`src/gspr_pkg.sv`:
```
// gspr_pkg: constants for the gpio and serial pin routing block
// assumes an 8-bit register port with byte addresses as printed
package gspr_pkg;
	localparam logic [7:0] GSPR_ADDR_VALUE   = 8'h0e;
	localparam logic [7:0] GSPR_ADDR_ROUTING = 8'h0f;
	localparam logic [7:0] GSPR_ADDR_DOUTCFG = 8'h10;
	localparam logic [7:0] GSPR_RST_VALUE    = 8'h00;
	localparam logic [7:0] GSPR_RST_ROUTING  = 8'h00;
	localparam logic [7:0] GSPR_RST_DOUTCFG  = 8'h52;
	// writable bit masks; other bits are read-only
	localparam logic [7:0] GSPR_WMASK_VALUE   = 8'he0;
	localparam logic [7:0] GSPR_WMASK_ROUTING = 8'h7f;
	localparam logic [7:0] GSPR_WMASK_DOUTCFG = 8'hff;
	localparam int GSPR_BIT_BIDIR_VAL   = 7;
	localparam int GSPR_BIT_OUTONLY_VAL = 5;
	localparam int GSPR_BIT_BIDIR_MON   = 3;
	localparam int GSPR_BIT_IN2_MON     = 2;
	localparam int GSPR_BIT_IN1_MON     = 1;
	localparam int GSPR_BIT_DATA_OUT_PIN_VALUE    = 3;
	localparam int GSPR_BIT_BCLK_SEL    = 1;
	localparam int GSPR_BIT_FSYNC_SEL   = 0;
	localparam logic [1:0] GSPR_SRC_NONE  = 2'h0;
	localparam logic [1:0] GSPR_SRC_BIDIR = 2'h1;
	localparam logic [1:0] GSPR_SRC_IN2   = 2'h2;
	localparam logic [1:0] GSPR_SRC_IN1   = 2'h3;
	localparam logic [2:0] GSPR_DIN2_DOUT = 3'h4;
	localparam logic [2:0] GSPR_DIN2_DIN  = 3'h5;
	localparam logic [3:0] GSPR_FN_GPO = 4'h2;
	typedef enum logic [3:0] {
		GSPR_FN_DISABLED = 4'h0, GSPR_FN_INPUT = 4'h1,
		GSPR_FN_GENOUT = 4'h2, GSPR_FN_IRQ = 4'h3, GSPR_FN_PULSE_DENSITY_CLOCK_OUT = 4'h4,
		GSPR_FN_PDOUT = 4'h5, GSPR_FN_PDOUT2 = 4'h6, GSPR_FN_SDOUT = 4'h7,
		GSPR_FN_SDOUT2 = 4'h8, GSPR_FN_SBCLK = 4'h9, GSPR_FN_GENERAL_CLOCK_OUTPUT = 4'ha,
		GSPR_FN_UNDEF = 4'hb, GSPR_FN_MUXED = 4'hc, GSPR_FN_DAISY = 4'hd,
		GSPR_FN_LOOP = 4'he, GSPR_FN_RSVD = 4'hf
	} gspr_fn_e;
	typedef enum logic [2:0] {
		GSPR_DRV_HIZ = 3'h0, GSPR_DRV_PUSHPULL = 3'h1, GSPR_DRV_LOW_WEAKH = 3'h2,
		GSPR_DRV_LOW_HIZ = 3'h3, GSPR_DRV_WEAKL_HIGH = 3'h4,
		GSPR_DRV_HIZ_HIGH = 3'h5, GSPR_DRV_RSVD6 = 3'h6, GSPR_DRV_RSVD7 = 3'h7
	} gspr_drv_e;
endpackage

```
`src/gspr_pad_drive.sv`:
```
// gspr_pad_drive: turns a level and a drive style into pad controls
// assumes the pad has a weak keeper driven by pad_weak
`timescale 1ns/1ns
module gspr_pad_drive (
	input  wire logic [2:0] drive,
	input  wire logic       level,
	input  wire logic       active,
	output logic            pad_out,
	output logic            pad_oe,
	output logic            pad_weak
);
	import gspr_pkg::*;
	always_comb begin
		pad_out  = level;
		pad_oe   = 1'b0;
		pad_weak = 1'b0;
		if (active) begin
			unique case (gspr_drv_e'(drive))
				GSPR_DRV_PUSHPULL:   pad_oe = 1'b1;
				GSPR_DRV_LOW_WEAKH: begin
					pad_oe   = ~level;
					pad_weak = level;
				end
				GSPR_DRV_LOW_HIZ:    pad_oe = ~level;
				GSPR_DRV_WEAKL_HIGH: begin
					pad_oe   = level;
					pad_weak = ~level;
				end
				GSPR_DRV_HIZ_HIGH:   pad_oe = level;
				default:             pad_oe = 1'b0;
			endcase
		end
	end
endmodule

```
`src/gspr_src_sel.sv`:
```
// gspr_src_sel: picks one pin level by a small source code
// assumes code 0 means no source and yields a low level
`timescale 1ns/1ns
module gspr_src_sel (
	input  wire logic [2:0] code,
	input  wire logic       bidir_level,
	input  wire logic       in_two_level,
	input  wire logic       in_one_level,
	input  wire logic       dout_level,
	input  wire logic       din_level,
	output logic            level,
	output logic            enabled
);
	import gspr_pkg::*;
	always_comb begin
		level   = 1'b0;
		enabled = 1'b1;
		unique case (code)
			3'h1: level = bidir_level;
			3'h2: level = in_two_level;
			3'h3: level = in_one_level;
			GSPR_DIN2_DOUT: level = dout_level;
			GSPR_DIN2_DIN: level = din_level;
			default: enabled = 1'b0;
		endcase
	end
endmodule

```
`src/gspr_top.sv`:
```
// gspr_top: register file and pin routing for the general pins
// assumes a simple synchronous 8-bit register port and synchronous pins
`timescale 1ns/1ns
module gspr_top (
	input  wire logic       mclk,
	input  wire logic       rst_n,
	input  wire logic [7:0] reg_addr,
	input  wire logic       reg_wr,
	input  wire logic [7:0] reg_wdata,
	output logic      [7:0] reg_rdata,
	input  wire logic [3:0] outonly_pin_function,
	input  wire logic       bidir_is_output,
	input  wire logic       bidir_is_input,
	input  wire logic       input_pin_one_enabled,
	input  wire logic       input_pin_two_enabled,
	input  wire logic       bidir_pin_in,
	output logic            bidir_pin_out,
	output logic            bidir_pin_oe,
	output logic            outonly_pin_gpo_out,
	output logic            outonly_pin_gpo_active,
	input  wire logic       input_pin_one,
	input  wire logic       input_pin_two,
	input  wire logic       primary_din_pin,
	input  wire logic       primary_bclk_pin,
	input  wire logic       primary_fsync_pin,
	input  wire logic       secondary_bclk,
	input  wire logic       secondary_fsync,
	output logic            control_clock,
	output logic            control_clock_active,
	output logic            primary_second_input,
	output logic            primary_second_input_en,
	output logic            primary_bclk,
	output logic            primary_fsync,
	input  wire logic [7:0] data_out_sources,
	output logic      [3:0] data_out_function,
	output logic            data_out_pin_out,
	output logic            data_out_pin_oe,
	output logic            data_out_pin_weak,
	input  wire logic       data_out_pin_in,
	output logic            data_out_input_level
);
	import gspr_pkg::*;

	typedef struct packed {
		logic [7:0] value;
		logic [7:0] routing;
		logic [7:0] doutcfg;
		logic [2:0] mon;
		logic [7:0] rdata;
	} gspr_state_s;

	gspr_state_s st;
	gspr_state_s next_st;
	logic [1:0]  cclk_code;
	logic [2:0]  din2_code;
	logic        dout_level;
	logic        dout_active;
	logic        din2_level;
	logic        din2_en;
	gspr_fn_e    fn;

	assign cclk_code = st.routing[6:5];
	assign din2_code = st.routing[4:2];
	assign fn        = gspr_fn_e'(st.doutcfg[7:4]);

	always_comb begin
		next_st = st;
		// write masks keep reserved bits at reset value
		if (reg_wr) begin
			unique case (reg_addr)
				GSPR_ADDR_VALUE: next_st.value =
					(st.value & ~GSPR_WMASK_VALUE) |
					(reg_wdata & GSPR_WMASK_VALUE);
				GSPR_ADDR_ROUTING: next_st.routing =
					reg_wdata & GSPR_WMASK_ROUTING;
				GSPR_ADDR_DOUTCFG: next_st.doutcfg = reg_wdata;
				default: next_st.value = st.value;
			endcase
		end
		// monitors follow pins only while set up as inputs
		if (bidir_is_input)
			next_st.mon[2] = bidir_pin_in;
		if (input_pin_two_enabled)
			next_st.mon[1] = input_pin_two;
		if (input_pin_one_enabled)
			next_st.mon[0] = input_pin_one;
		// bit 6 is writable storage; only monitors are live on read
		unique case (reg_addr)
			GSPR_ADDR_VALUE: next_st.rdata = {st.value[7:5], 1'b0,
				st.mon, 1'b0};
			GSPR_ADDR_ROUTING: next_st.rdata = st.routing;
			GSPR_ADDR_DOUTCFG: next_st.rdata = st.doutcfg;
			default: next_st.rdata = 8'h00;
		endcase
	end

	always_ff @(posedge mclk or negedge rst_n) begin
		if (!rst_n) begin
			st.value   <= GSPR_RST_VALUE;
			st.routing <= GSPR_RST_ROUTING;
			st.doutcfg <= GSPR_RST_DOUTCFG;
			st.mon     <= 3'h0;
			st.rdata   <= 8'h00;
		end else begin
			st <= next_st;
		end
	end

	assign reg_rdata = st.rdata;

	// value bits stay stored whatever the pin does
	assign bidir_pin_out = st.value[GSPR_BIT_BIDIR_VAL];
	assign bidir_pin_oe  = bidir_is_output;
	assign outonly_pin_gpo_out =
		st.value[GSPR_BIT_OUTONLY_VAL];
	assign outonly_pin_gpo_active =
		(outonly_pin_function == GSPR_FN_GPO);

	always_comb begin
		control_clock        = 1'b0;
		control_clock_active = 1'b1;
		unique case (cclk_code)
			GSPR_SRC_NONE:  control_clock_active = 1'b0;
			GSPR_SRC_BIDIR: control_clock = bidir_pin_in;
			GSPR_SRC_IN2:   control_clock = input_pin_two;
			GSPR_SRC_IN1:   control_clock = input_pin_one;
		endcase
	end

	gspr_src_sel u_din2 (
		.code         (din2_code),
		.bidir_level  (bidir_pin_in),
		.in_two_level (input_pin_two),
		.in_one_level (input_pin_one),
		.dout_level   (data_out_pin_in),
		.din_level    (primary_din_pin),
		.level        (din2_level),
		.enabled      (din2_en)
	);
	assign primary_second_input    = din2_level;
	assign primary_second_input_en = din2_en;

	assign primary_bclk = st.routing[GSPR_BIT_BCLK_SEL] ?
		secondary_bclk : primary_bclk_pin;
	assign primary_fsync = st.routing[GSPR_BIT_FSYNC_SEL] ?
		secondary_fsync : primary_fsync_pin;

	// data_out_sources: [0] irq [1] pdm clk [2] primary out [3] primary out2
	// [4] secondary out [5] secondary out2 [6] secondary bclk [7] clock out
	always_comb begin
		dout_level  = 1'b0;
		dout_active = 1'b1;
		unique case (fn)
			GSPR_FN_GENOUT: dout_level =
				st.doutcfg[GSPR_BIT_DATA_OUT_PIN_VALUE];
			GSPR_FN_IRQ:    dout_level = data_out_sources[0];
			GSPR_FN_PULSE_DENSITY_CLOCK_OUT: dout_level = data_out_sources[1];
			GSPR_FN_PDOUT:  dout_level = data_out_sources[2];
			GSPR_FN_PDOUT2: dout_level = data_out_sources[3];
			GSPR_FN_SDOUT:  dout_level = data_out_sources[4];
			GSPR_FN_SDOUT2: dout_level = data_out_sources[5];
			GSPR_FN_SBCLK:  dout_level = data_out_sources[6];
			GSPR_FN_GENERAL_CLOCK_OUTPUT: dout_level = data_out_sources[7];
			// muxed: either data output, whichever slot drives
			GSPR_FN_MUXED:  dout_level =
				data_out_sources[2] | data_out_sources[4];
			GSPR_FN_DAISY:  dout_level = primary_din_pin;
			GSPR_FN_LOOP:   dout_level = primary_din_pin;
			// disabled, input, undefined and reserved codes float
			GSPR_FN_DISABLED, GSPR_FN_INPUT, GSPR_FN_UNDEF,
			GSPR_FN_RSVD:   dout_active = 1'b0;
		endcase
	end

	gspr_pad_drive u_dout_pad (
		.drive    (st.doutcfg[2:0]),
		.level    (dout_level),
		.active   (dout_active),
		.pad_out  (data_out_pin_out),
		.pad_oe   (data_out_pin_oe),
		.pad_weak (data_out_pin_weak)
	);

	assign data_out_function    = st.doutcfg[7:4];
	assign data_out_input_level = (fn == GSPR_FN_INPUT) & data_out_pin_in;
endmodule

```
`config.mk`:
```
export PLATFORM = sky130hd
export DESIGN_NAME = gspr_top
export DESIGN_NICKNAME = d
export VERILOG_FILES = /design/src/gspr_pkg.sv /design/src/gspr_pad_drive.sv /design/src/gspr_src_sel.sv /design/src/gspr_top.sv
export SDC_FILE = /design/constraint.sdc
export NUM_CORES = 1
export LEC_CHECK = 0
export BUFFER_PORTS_ARGS = -buffer_cell sky130_fd_sc_hd__buf_4
export CAP_MARGIN = 20
export CORE_AREA = 4 4 63 65
export CTS_CLUSTER_DIAMETER = 120
export DETAILED_ROUTE_END_ITERATION = 8
export DIE_AREA = 0 0 67 69
export PLACE_DENSITY = 0.84
export SKIP_CTS_REPAIR_TIMING = 1
export SLEW_MARGIN = 20
export SYNTH_ARGS = -nofsm -noshare
export SYNTH_HDL_FRONTEND = slang
export SYNTH_HIERARCHICAL = 1
export SYNTH_SLANG_ARGS = --single-unit
export TNS_END_PERCENT = 5
```
`constraint.sdc`:
```
create_clock -name mclk -period 3.7 [get_ports mclk]
set_input_delay 0.185 -clock mclk [delete_from_list [all_inputs] [get_ports mclk]]
set_output_delay 0.185 -clock mclk [all_outputs]
set_load 0.005 [all_outputs]
```
Word level (Yosys, flattened, before mapping)

Index checks and enable logic that the tools add are counted.
W data, S select, Z words.

Equal/unequal tests: 32
Muxes and demuxes: 12
Bitwise logic cells: 4
Reductions and logical operators: 10

Operators by type and width:

| cell                 | count |
|---|---|
| $eq A4 B4 Y1 const B | 8 |
| $pmux W8 S3          | 1 |
| $eq A4 B3 Y1 const B | 4 |
| $eq A8 B4 Y1 const B | 2 |
| $eq A3 B2 Y1 const B | 4 |
| $eq A3 B3 Y1 const B | 4 |
| $eq A4 B2 Y1 const B | 3 |
| $pmux W1 S11         | 1 |
| $eq A8 B5 Y1 const B | 1 |
| $or A5 B8 Y8         | 1 |
| $eq A3 B1 Y1 const B | 2 |
| $mux W1              | 6 |
| $pmux W1 S3          | 2 |
| $reduce_and A2 Y1    | 3 |
| $reduce_or A2 Y1     | 3 |
| $pmux W1 S5          | 1 |
| $reduce_or A5 Y1     | 1 |
| $eq A2 B2 Y1 const B | 2 |
| $eq A4 B1 Y1 const B | 1 |
| $logic_not A4 Y1     | 1 |
| $reduce_or A4 Y1     | 1 |
| $eq A2 B1 Y1 const B | 1 |
| $logic_not A2 Y1     | 1 |
| $pmux W1 S2          | 1 |
| 3 further kinds      | 3 |

Flip-flop bits (word level): 34
Input port bits: 44
Output and inout bits: 26
Word-level logic and storage cells: 65

Logic depth before layout (Yosys ltp)

Word-level depth: 6
Depth in mapped cells: 7
Mapped depth without buffers: 6

Cells and area by module

The synthesis kept the hierarchy.

Modules (own cells, without submodules):

| module         | times used | cells each | area an instance (sq um) | seq. area each (sq um) |
|---|---|---|---|---|
| gspr_top       | 1          | 132        | 1532.7                   | 729.4 |
| gspr_pad_drive | 1          | 13         | 100.1                    | 0.0 |
| gspr_src_sel   | 1          | 8          | 58.8                     | 0.0 |

Worst setup path before layout

Ideal clock, no wire load.

Path type: reg-to-output
Start point: register st (netlist bit data_out_function[2])
End point: output port data_out_pin_weak
Data arrival time: 1.952 ns
Data required time: 3.515 ns
Slack: 1.563 ns
Stages on the path, launching flop included: 8
Buffers on the path: 1
Cells stage by stage: dfstp_2 > buf_2 > mux2_2 > a22oi_1 > o2111a_1 > a21oi_1 > or3b_1 > a21oi_1

Word-level cells in the longest chain between the ends: 6
Elaborated cells between the ends (all ways): 22
Those cells by class: eq/ne: 15; mux: 3; bitwise: 1; reduce/logical: 3

RTL lines:

| element                    | RTL line             | RTL |
|---|---|---|
| start, declared            | gspr_top.sv:52       | `gspr_state_s st;` |
| start signal, assigned     | gspr_top.sv:105      | `st <= next_st;` |
| $eq A4 B4 Y1               | gspr_top.sv:153      | `unique case (fn)` |
| $reduce_or A2 Y1 (no line) | n/a                  |  |
| $pmux W1 S11 (*)           | gspr_top.sv:153      |  |
| via dout_level             | gspr_top.sv:56       | `logic dout_level;` |
| $not A1 Y1                 | gspr_pad_drive.sv:27 | `pad_weak = ~level;` |
| $pmux W1 S2 (*)            | gspr_pad_drive.sv:18 | `unique case (gspr_drv_e'(drive))` |
| $mux W1 (*)                | gspr_pad_drive.sv:17 | `if (active) begin` |
| end, declared              | gspr_top.sv:38       | `output logic data_out_pin_weak,` |

The timed path passes the listed nets; every way through them passes the cells marked *.

Worst setup path in the final report

Start point: register st (netlist bit data_out_function[2])
End point: output port data_out_pin_weak

Word-level cells in the longest chain between the ends: 6
Elaborated cells between the ends (all ways): 22
Those cells by class: eq/ne: 15; mux: 3; bitwise: 1; reduce/logical: 3

RTL lines:

| element                    | RTL line |
|---|---|
| $eq A4 B4 Y1               | gspr_top.sv:153 |
| $reduce_or A2 Y1 (no line) | n/a |
| $pmux W1 S11               | gspr_top.sv:153 |
| $not A1 Y1                 | gspr_pad_drive.sv:27 |
| $pmux W1 S2                | gspr_pad_drive.sv:18 |
| $mux W1 (*)                | gspr_pad_drive.sv:17 |

Mark *: on every way between the ends. The rest lies on a longest branch, timed or not.

==> flow_summary.toml <==
[die]
num_rows = 21
dieArea_um2 = 4620
initial_core_util = 0.507
dieWidth_um = 67
pin_count = 70
dieHeight_um = 69
fp.coreArea_um2 = 3340

[synth]
synth-compound-area-share = 0.0821
synth_fp_nets = 199
synth_top_family_by_area = "multiplexers"
syn_area_um2 = 1690
yosysWarnings = 6
syn-instance-count = 153
synth_mux_area_frac = 0.238
yosys.area_share.simple = 0.144
ys.flop_type = "dfrtp_1"
ys_seq_elements = 29
synthArstFlopShare = 1.00
synth_top_area_share = 0.385
synth.top_cells.by_count = "dfrtp_1, mux2_2, nor2_1"
synthTopCellsByArea = "dfrtp_1, mux2_2, mux2i_1, buf_4, dfstp_2"
synthAdderAreaFrac = 0.0148
syn_avg_cell_area_um2 = 11.1
synth_cell_type_count = 37
yosys.area.top_type = "dfrtp_1"
synthXorXnorAreaFrac = 0
synth_edf_count = 0
yosysSeqAreaShare = 0.431

[drt]
first_pass_iters = 6
drc = 0
vias = 1365
drt-vias-per-instance = 5.35
routed_wl_um = 4160
ant_nets = 0
drt_iter0_markers = 45
wl_per_cell_um = 16.3

[timing]
finalHoldViolCount = 0
drv_slew = 0
tns_ns = 0
rsz0062_at_grt = "false"
fin_crit_ns = 2.69
maxSlewHeadroom = 0.660
setup-violations-final = 0
period_share = 0.727
worst_slack_ns = 1.01
fmax_mhz = 372
worst_slew_pin_slew_ns = 0.506
fin_skew_ns = 0.0107

[place]
place_ws_ns = 1.38
gp_congestion = 0.791
dp.cells = 246
io_buffers = 67
place_hpwl_um = 3160

[critical_path]
max_stage_delay_ns = 0.65
cp.arrival_ns = 2.50
critPathMaxFanout = 11
crit_required_ns = 3.51
crit_chain = "mux2_2 -> a22oi_1 -> o2111a_1 -> a21oi_1 -> or3b_1 -> a21oi_1 -> buf_4"
critPathCaptureType = "output pin"
timing_worst_setup_path_type = "reg -> out"
path_common_cell = "a21oi_1"
startpoint_type = "flop"
slowest_stage = "dfstp_2"

[finish]
nets = 254
layout-drive-gt1-share = 0.507
syn_to_final_growth_pct = 30.3
antenna_cells = 0
regArea_um2 = 729
multi_input_comb_area_um2 = 811
final_cells = 255
postLayoutCoreUtil = 0.660
fill_cells = 266

[power_and_ir_drop]
power_leakage_nw = 1.05
p_sw_mw = 0.173
design_power_total_mw = 0.736
powerDensity_nw_per_um2 = 334
sw_frac_of_total = 0.235
vdd_ir_drop_max_mv = 0.239
p_comb_frac = 0.156
cell_internal_pwr_mw = 0.563
clkPwrFrac = 0.369
seq_power_share = 0.474

[clock_tree]
path_clk_slew_ns = 0.09
clock_latency_ns = 0.34
cts_inserted_buffers = 5
cts_max_level = 2
numClockSinks = 29
cts_root_buf = "clkbuf_4"
clockBufferDepth = 2
cts_tree = "yes"

[global_route]
gr-total-overflow = 0
grt_usage = 0.189
antenna_found_initial = 0
grt_max_degree = 30
grt_pass1_wl_um = 6670
first_global_vias = 1444

[job]
maxCapViolations = 0

[outcome]
outcome = "finished, final reports clean"

[hold_path]
hp-class = "in -> reg"
layout make-up:
class | instances | share of cell area
clock buffer | 7 | 0.0250
tap | 46 | 0.0261
clock inverter | 1 | 0.0136
multi-input combinational | 102 | 0.368
timing repair buffer | 68 | 0.233
inverter | 2 | 0.00341
sequential | 29 | 0.331
routing by layer:
layer  vias to the layer above  part of all wire  GRT usage
met5                         -                 0          0
met4                         0             0.019     0.0563
met3                         9             0.068     0.0666
met2                        54              0.52      0.326
met1                       652              0.39      0.213
li1                        650                 -          -
kinds of logic (layout without fill, tap and decap cells):
group | after synthesis | in the layout
flip-flops | 29 | 29
adder cells (fa/ha/maj) | 2 | 2
AND/OR/NAND/NOR | 42 | 42
multiplexers | 37 | 37
AO/OA/AOI/OAI | 21 | 21
buffers and inverters | 22 | 78
registers in the layout (all words and copies together) (netlist names):
signal and cells:
st 10, outonly_pin_gpo_out 1, cclk_code 2, reg_rdata 8, bidir_pin_out 1, din2_code 3, data_out_function 4
placed cells by master, fill, tap and decap left out, drive strengths merged, types with 2 or more instances in the layout:
master,synthesis,final
a21oi,9,9
a22oi,2,2
a32oi,2,2
and3,3,3
buf,18,67
clkbuf,2,7
dfrtp,26,26
dfstp,3,3
ha,2,2
inv,2,2
mux2,26,26
mux2i,11,11
nand2,4,4
nand2b,4,4
nand3b,2,2
nor2,16,16
nor3,3,3
o21ai,3,3
worst max-delay path: cells and delay by family (launching register included):
kind	cells	cell delay (ns)
AO/OA/AOI/OAI	4	0.65
buffers and inverters	1	0.13
flip-flops	1	0.65
multiplexers	1	0.36
AND/OR/NAND/NOR	1	0.40
worst paths after layout:
path	startpoint	end	slack, ns	depth (start not counted)
max	data_out_function[2]	data_out_pin_weak	1.01	7
min	reg_wdata[1]	st[20]	0.08	2
max reg2reg	cclk_code[0]	reg_rdata[5]	2.67	4
min reg2reg	st[9]	st[9]	0.53	1
max in group asynchronous	rst_n	data_out_function[2]	3.09	2
min in group asynchronous	rst_n	cclk_code[1]	0.30	2
power groups by stage:
stage | Sequential, mW | Combinational [mW] | Clock, mW
3_5_place_dp | 0.354 | 0.114 | 0
6_report | 0.349 | 0.115 | 0.272
4_1_cts | 0.348 | 0.115 | 0.276
5_1_grt | 0.351 | 0.126 | 0.291
2_1_floorplan | 0.346 | 0.0575 | 0
3_3_place_gp | 0.353 | 0.111 | 0
metrics by stage:
step / hold slack [ns] / area (um2)
3_5_place_dp: 0.124 / 2110
3_3_place_gp: 0.119 / 2110
4_1_cts: -0.248 / 2190
2_1_floorplan: -0.111 / 1690
6_report: 0.0844 / 2200
5_1_grt: 0.0618 / 2200
(Power assumes the default switching activity.)
